==> src/hdl/dki_pkg.sv <==
// Purpose: Shared constants and types for the key and I/O process image block
// Assumes: 32-bit AHB-Lite data, one word per register
// Notes:   Image layout is fixed; nothing here is meant to be changed per build

package dki_pkg;

  // Image geometry
  localparam int KEY_COUNT    = 32;
  localparam int EXT_IN_COUNT = 16;
  localparam int EXT_OUT_CNT  = 16;
  localparam int IMAGE_BYTES  = 6;

  // Register byte offsets
  localparam int         ADDR_W          = 12;
  localparam logic [11:0] OFS_IN_IMAGE_LO = 12'h000;
  localparam logic [11:0] OFS_IN_IMAGE_HI = 12'h004;
  localparam logic [11:0] OFS_OUT_IMAGE   = 12'h008;
  localparam logic [11:0] OFS_STATUS      = 12'h00c;

  // Status field positions
  localparam int STAT_SENDING_BIT = 0;
  localparam int STAT_KEYS_VALID  = 1;

  // Reset values
  localparam logic [15:0] OUT_IMAGE_RESET = 16'h0000;
  localparam logic [31:0] KEY_RESET       = 32'h0000_0000;

  // AHB transfer type and response codes
  localparam logic [1:0] HTRANS_NONSEQ = 2'h2;
  localparam logic       HRESP_OKAY    = 1'h0;

  // Serial key port as seen on the internal connector
  typedef struct packed {
    logic key_shift_clock;
    logic key_data;
    logic key_latch;
  } dki_key_port_t;

endpackage

==> src/hdl/dki_sync.sv <==
// Purpose: Two-stage synchroniser for a group of asynchronous pins
// Assumes: Each bit is an independent level
// Notes:   The first stage feeds only the second stage

`timescale 1ns/1ps

module dki_sync #(
  parameter int W = 1
) (
  input  wire logic         clk,
  input  wire logic         rst,
  input  wire logic [W-1:0] d_in,
  output logic      [W-1:0] d_out
);

  // Refuse a zero-width group
  if (W < 1) begin : g_bad_width
    $error("dki_sync: W must be at least 1");
  end

  // One pair of flops per bit
  for (genvar i = 0; i < W; i++) begin : g_bit
    logic stage1;
    always_ff @(posedge clk) begin
      if (rst) begin
        stage1   <= 1'b0;
        d_out[i] <= 1'b0;
      end else begin
        stage1   <= d_in[i];
        d_out[i] <= stage1;
      end
    end
  end

endmodule // dki_sync

==> src/hdl/dki_image.sv <==
// Purpose: Fieldbus process image of a key and I/O slave, reached over AHB-Lite
// Assumes: Single whole-word transfers; TX_ACTIVE comes from the protocol engine on CLK
// Notes:   Zero wait states; unmapped reads return zero, unmapped writes are dropped
//
// Decided for this implementation: the register addresses and the AHB-Lite interface to the registers.

`timescale 1ns/1ps

module dki_image (
  input  wire logic                  CLK,
  input  wire logic                  RST,
  // AHB-Lite slave
  input  wire logic                  HSEL,
  input  wire logic [31:0]           HADDR,
  input  wire logic [1:0]            HTRANS,
  input  wire logic                  HWRITE,
  input  wire logic [2:0]            HSIZE,
  input  wire logic [31:0]           HWDATA,
  input  wire logic                  HREADY,
  output logic      [31:0]           HRDATA,
  output logic                       HREADYOUT,
  output logic                       HRESP,
  // Keyboard controller serial port (asynchronous)
  input  wire dki_pkg::dki_key_port_t KEY_PORT,
  // External I/O
  input  wire logic [15:0]           EXT_IN,
  output logic      [15:0]           EXT_OUT,
  // Protocol engine transmit state and send indicator
  input  wire logic                  TX_ACTIVE,
  output logic                       REQ_TO_SEND
);

  // Synchronised pins
  logic [2:0]  key_s;
  logic [15:0] ext_s;
  logic        shift_s;
  logic        data_s;
  logic        latch_s;

  dki_sync #(.W(3)) u_key_sync (
    .clk   (CLK),
    .rst   (RST),
    .d_in  ({KEY_PORT.key_shift_clock, KEY_PORT.key_data, KEY_PORT.key_latch}),
    .d_out (key_s)
  );

  dki_sync #(.W(16)) u_ext_sync (
    .clk   (CLK),
    .rst   (RST),
    .d_in  (EXT_IN),
    .d_out (ext_s)
  );

  assign shift_s = key_s[2];
  assign data_s  = key_s[1];
  assign latch_s = key_s[0];

  // Key capture state
  logic        shift_d;
  logic        latch_d;
  logic [31:0] shreg;
  logic [31:0] key_state;
  logic        keys_valid;
  logic        shift_rise;
  logic        latch_rise;
  logic [31:0] next_shreg;
  logic [31:0] next_key_state;
  logic        next_keys_valid;

  assign shift_rise = shift_s & ~shift_d;
  assign latch_rise = latch_s & ~latch_d;

  // Shift in first bit as key 1, commit whole package at latch
  always_comb begin
    next_shreg      = shreg;
    next_key_state  = key_state;
    next_keys_valid = keys_valid;
    if (shift_rise) begin
      next_shreg = {data_s, shreg[31:1]};
    end
    if (latch_rise) begin
      next_key_state  = shreg;
      next_keys_valid = 1'b1;
    end
  end

  always_ff @(posedge CLK) begin
    if (RST) begin
      shift_d    <= 1'b0;
      latch_d    <= 1'b0;
      shreg      <= dki_pkg::KEY_RESET;
      key_state  <= dki_pkg::KEY_RESET;
      keys_valid <= 1'b0;
    end else begin
      shift_d    <= shift_s;
      latch_d    <= latch_s;
      shreg      <= next_shreg;
      key_state  <= next_key_state;
      keys_valid <= next_keys_valid;
    end
  end

  // Fixed six-byte input image
  logic [47:0] in_image;
  assign in_image = {key_state[31:16], ext_s, key_state[15:0]};

  // Bus slave state
  logic [11:0] wr_addr;
  logic        wr_pend;
  logic [15:0] out_image;
  logic [31:0] rd_data;
  logic        send;
  logic        addr_ok;
  logic [11:0] a_ofs;
  logic [11:0] next_wr_addr;
  logic        next_wr_pend;
  logic [15:0] next_out_image;
  logic [31:0] next_rd_data;

  assign addr_ok = HSEL & HREADY & (HTRANS == dki_pkg::HTRANS_NONSEQ);
  assign a_ofs   = HADDR[11:0];

  // Address phase decode, data phase write
  always_comb begin
    next_wr_addr   = wr_addr;
    next_wr_pend   = 1'b0;
    next_out_image = out_image;
    next_rd_data   = rd_data;
    if (wr_pend && wr_addr == dki_pkg::OFS_OUT_IMAGE) begin
      next_out_image = HWDATA[15:0];
    end
    if (addr_ok && HWRITE) begin
      next_wr_addr = a_ofs;
      next_wr_pend = 1'b1;
    end
    if (addr_ok && !HWRITE) begin
      case (a_ofs)
        dki_pkg::OFS_IN_IMAGE_LO: next_rd_data = in_image[31:0];
        dki_pkg::OFS_IN_IMAGE_HI: next_rd_data = {16'h0000, in_image[47:32]};
        dki_pkg::OFS_OUT_IMAGE:   next_rd_data = {16'h0000, next_out_image};
        dki_pkg::OFS_STATUS:      next_rd_data = {30'h0, keys_valid, send};
        default:                  next_rd_data = 32'h0000_0000;
      endcase
    end
  end

  always_ff @(posedge CLK) begin
    if (RST) begin
      wr_addr   <= 12'h000;
      wr_pend   <= 1'b0;
      out_image <= dki_pkg::OUT_IMAGE_RESET;
      rd_data   <= 32'h0000_0000;
      send      <= 1'b0;
    end else begin
      wr_addr   <= next_wr_addr;
      wr_pend   <= next_wr_pend;
      out_image <= next_out_image;
      rd_data   <= next_rd_data;
      send      <= TX_ACTIVE;
    end
  end

  // HRDATA, EXT_OUT and REQ_TO_SEND straight from flops; HREADYOUT and HRESP constant
  assign HRDATA      = rd_data;
  assign HREADYOUT   = 1'b1;
  assign HRESP       = dki_pkg::HRESP_OKAY;
  assign EXT_OUT     = out_image;
  assign REQ_TO_SEND = send;
endmodule // dki_image

==> config.mk <==
export PLATFORM = sky130hd
export DESIGN_NAME = dki_image
export DESIGN_NICKNAME = d
export VERILOG_FILES = /design/src/hdl/dki_pkg.sv /design/src/hdl/dki_sync.sv /design/src/hdl/dki_image.sv
export SDC_FILE = /design/constraint.sdc
export NUM_CORES = 1
export LEC_CHECK = 0
export CAP_MARGIN = 20
export CORE_MARGIN = 3
export CORE_UTILIZATION = 31
export CTS_CLUSTER_DIAMETER = 100
export DETAILED_ROUTE_END_ITERATION = 6
export DONT_BUFFER_PORTS = 1
export GPL_TIMING_DRIVEN = 0
export SLEW_MARGIN = 30
export SYNTH_ARGS = -nofsm -noshare
export SYNTH_HDL_FRONTEND = slang
export SYNTH_SLANG_ARGS = --single-unit
==> constraint.sdc <==
create_clock -name CLK -period 5.3 [get_ports CLK]
set_clock_uncertainty 0.2 [all_clocks]
set_input_delay 0.265 -clock CLK [delete_from_list [all_inputs] [get_ports CLK]]
set_output_delay 0.265 -clock CLK [all_outputs]
set_load 0.005 [all_outputs]
**Word level (Yosys, flattened, before mapping)**

Cells that the tools add are included.

- Register bits: 167
- Bits of input ports: 94
- Output and inout port bits: 51
- Logic and storage cells: 67

- Equal/unequal tests: 5
- Multiplexer cells: 3
- Bitwise logic cells: 6
- Reductions and logical operators: 5

Operators by type and width:

| kind | count |
|---|---|
| $pmux 32 s4 | 1 |
| $eq 12x4->1 const B | 3 |
| $mux 16 | 1 |
| $eq 12x3->1 const B | 1 |
| $logic_not 12->1 | 1 |
| $and 1x1->1 | 4 |
| $logic_and 1x1->1 | 3 |
| $eq 2x2->1 const B | 1 |
| $not 1->1 | 2 |
| $logic_not 1->1 | 1 |
| $mux 1 | 1 |

**Logic depth before layout (Yosys ltp)**

- Word-level depth: 4
- Mapped depth: 6
- Mapped depth without buffers: 4

**Modules after synthesis**

A second synthesis with hierarchy kept.

- Cells, all modules: 643
- Area total of the unflattened synthesis: 5939.4 µm²

By module, submodules not included:

| module | instances | cells an instance | area an instance (µm²) | sequential area each (µm²) |
|---|---|---|---|---|
| dki_image | 1 | 564 | 4918.5 | 2582.5 |
| dki_sync (u_ext_sync) | 1 | 67 | 863.3 | 640.6 |
| dki_sync (u_key_sync) | 1 | 12 | 157.7 | 120.1 |

**Worst setup path after synthesis**

OpenSTA, ideal clock, no wires.

- Path type: input-to-reg
- From: input HADDR[11]
- To: register rd_data[10], in the netlist HRDATA[10]
- Library setup time: 79 ps
- Arrival: 1694 ps
- Data required time: 5021 ps
- Setup slack: 3327 ps
- Cell stages on the path: 5
- Buffers on the path: 1
- Cells stage by stage: or4_1 -> nor4_4 -> nand3b_4 -> buf_6 -> o221ai_2

- Longest elaborated chain between the ends: 2
- Elaborated cells between the ends (all ways): 5
- Classes of those cells: eq/ne: 3; mux: 1; reduce/logical: 1

Ends and longest elaborated chain:

| item | RTL line | source |
|---|---|---|
| start, declared | dki_image.sv:14 | `input wire logic [31:0] HADDR,` |
| $eq 12x4->1 (tied with other cells) | dki_image.sv:137 | `case (a_ofs)` |
| $pmux 32 s4 * | dki_image.sv:137 |  |
| end signal, assigned | dki_image.sv:158 | `rd_data <= next_rd_data;` |
| end, declared | dki_image.sv:111 | `logic [31:0] rd_data;` |

Mark *: on every way between the ends. The rest lies on a longest branch, timed or not.
A chain may end at the register's enable or synchronous reset.

**Worst setup path after layout**

- From: register wr_addr[1]
- To: register rd_data[8], in the netlist HRDATA[8]

- Longest elaborated chain between the ends: 4

Ends and longest elaborated chain:

| item | RTL line | source |
|---|---|---|
| start, declared | dki_image.sv:108 | `logic [11:0] wr_addr;` |
| start signal, assigned | dki_image.sv:155 | `wr_addr <= next_wr_addr;` |
| $eq 12x4->1 | dki_image.sv:129 | `if (wr_pend && wr_addr == dki_pkg::OFS_OUT_IMAGE) begin` |
| $logic_and 1x1->1 | dki_image.sv:129 |  |
| $mux 16 | dki_image.sv:129 |  |
| $pmux 32 s4 | dki_image.sv:137 |  |

No other way between the ends.

==> impl_metrics.json <==
{
  "swShare_pct": 23.3,
  "leakagePower_nw": 2.63,
  "seq_power_share_pct": 50.3,
  "drc": 0,
  "ioPinCount": 145,
  "total_power_mw": 2.53,
  "die_h_um": 144,
  "slew_viol_final": 0,
  "worst_pin_slew_ns": 0.804,
  "root_buffer": "clkbuf_16",
  "grt_overflow": 0,
  "fin_cells": 958,
  "grt_pass1_wl_um": 22300,
  "vias": 4484,
  "antenna_left": 0,
  "drt-total-wl_um": 14100,
  "ys.flop_type": "dfxtp_1",
  "holdCritPathClass": "in2reg",
  "preCtsSetupSlack_ns": 2.97,
  "core-area_um2": 18400,
  "min_period_over_period_pct": 44.4,
  "post_drt_wl_per_cell_um": 14.7,
  "post_cts_resized": 0,
  "synth-edff-count": 0,
  "nNetsFinal": 810,
  "cts_tree": "yes",
  "cts_buffers": 17,
  "core.rowCount": 49,
  "hold_ws_ns": 0.0541,
  "clock_latency_ns": 0.42,
  "crit_path_end_kind": "register",
  "relSlewSlack_pct": 45.9,
  "power-per-cell-area_nw_per_um2": 347,
  "setup_viol": 0,
  "seq_area_frac_synth_pct": 56.4,
  "max_freq_mhz": 425,
  "place_inst": 873,
  "post-synth-top-count-cell": "nand2_1",
  "grt_max_degree": 17,
  "antenna_cells": 0,
  "hold_viol": 0,
  "drt_iter0_markers": 161,
  "synth_cell_types": 36,
  "htreeDepth": 4,
  "gp_congestion": 0.779,
  "syn_inst": 644,
  "post_cts_buffers": 0,
  "drt-pass1-iter-count": 4,
  "die_w_um": 144,
  "grt_pass1_vias": 4331,
  "final_layout_size_suffix_gt1_share_pct": 8.37,
  "cts.sinks": 167,
  "yosysTopAreaCellShare_pct": 56.4,
  "synth_area_leaders": "dfxtp_1, nand2_1, a21oi_1",
  "p_int_mw": 1.94,
  "arrival_ns": 2.46,
  "start_util_pct": 32.2,
  "power.switching_mw": 0.591,
  "ys_warn_count": 0,
  "fin_ws_ns": 2.95,
  "async_flop_share_pct": 0,
  "grt_setup_unrepaired": "false",
  "yosys-top-cells-count": "nand2_1, dfxtp_1, a21oi_1, nor2b_1, clkbuf_1",
  "areaGrowthSynthToFinish_pct": 23.3,
  "antenna_found_initial": 0,
  "status": "finished clean",
  "syn_nets": 738,
  "path_clk_slew_ns": 0.07,
  "syn_area_um2": 5920,
  "cp-start-kind": "register",
  "critical_path_required_ns": 5.40,
  "fp.dieArea_um2": 20800,
  "post-dp-hpwl_um": 10000,
  "tns_ns": 0,
  "path_class": "reg2reg",
  "via_per_inst": 4.68,
  "maxCapViolations": 0,
  "fin_crit_ns": 2.35,
  "combPwrFrac_pct": 4.2,
  "worst-path-max-fanout": 10,
  "syn_avg_cell_area_um2": 9.20,
  "peakVddDrop_mv": 0.179,
  "synth_top_area_cell": "dfxtp_1",
  "ys_ff_latch": 167,
  "p_clk_share_pct": 45.5,
  "clockBufferDepth": 2,
  "numPortBuffers": 0,
  "hold_buffers": 53,
  "grt_use_total_pct": 13.6
}
-- layout by cell type, fill, tap and decap left out, types with 3 or more instances in the layout --
cell type,count
clkbuf_16,17
o221ai_1,3
nand2_1,172
nor2b_1,43
dlygate4sd3_1,53
nor2_1,22
clkinv_4,4
mux2i_1,29
dfxtp_1,167
mux2_2,3
clkbuf_1,34
buf_4,4
o221ai_2,10
inv_6,4
buf_6,4
nand3_1,12
a21oi_1,93
nand4_1,17
-- power groups by stage --
stage               sequential [mW]  combinational (mW)  clock (mW)
floorplan                      1.30              0.0562           0
CTS                            1.28               0.107        1.18
global route                   1.28               0.116        1.22
finish                         1.28               0.106        1.15
global placement               1.30              0.0757           0
detailed placement             1.30              0.0758           0
-- area by class of cell --
cell class / instances / area [um^2]
buffer: 48 / 241
clock buffer: 18 / 439
clock inverter: 14 / 118
fill: 1837 / 11100
inverter: 1 / 3.75
multi-input combinational: 428 / 2340
sequential: 167 / 3340
tap: 229 / 287
timing repair buffer: 53 / 531
-- kinds of logic (layout without fill, tap and decap cells) --
family	count (synthesis)	in the layout	share of synthesized area, %
muxes	32	32	5.47
other	2	2	0.127
buffers and inverters	49	134	4.14
and+or+nand+nor	281	281	22.1
AOI/OAI and AO/OA	113	113	11.8
DFF	167	167	56.4
-- worst max-delay path: stages (launching register included) --
cell and delay, ns:
dfxtp_1 0.32, nor4b_1 0.37, nand4_1 0.55, buf_6 0.37, mux2i_1 0.27, o221ai_2 0.14
-- final timing paths --
kind	startpoint	to	slack, ns	cells after the start
worst max-delay path	wr_addr[1]	HRDATA[8]	2.95	5
worst min-delay path	HWRITE	HRDATA[15]	0.05	4
worst max register to register	wr_addr[1]	HRDATA[8]	2.95	5
worst min register to register	u_key_sync.g_bit[2].stage1	u_key_sync.d_out[2]	0.23	1
-- per-stage QoR --
step / util [%] / cell area (um^2)
final: 39.7 / 7300
after detailed placement: 33.8 / 6220
after global placement: 33.8 / 6210
after floorplan: - / 5920
after CTS: 39.7 / 7300
after global routing: 39.7 / 7300
-- layer usage --
metal / wire length [um] / GRT usage, % / vias up
met4: 192 / 4.71 / 0
met3: 747 / 3.41 / 15
li1: - / - / 2301
met2: 6660 / 22.0 / 112
met5: 0 / 0 / -
met1: 6520 / 17.7 / 2056
-- registers in the layout, summed over array words and instances, names as in the netlist --
signal and cells:
latch_d 1, key_state 32, REQ_TO_SEND 1, u_key_sync.d_out 3
u_key_sync.g_bit.stage1 3, wr_pend 1, u_ext_sync.d_out 16, wr_addr 12
keys_valid 1, HRDATA 32, u_ext_sync.g_bit.stage1 16, shift_d 1
EXT_OUT 16, shreg 32
No activity file was read; power rests on OpenSTA's default activity.
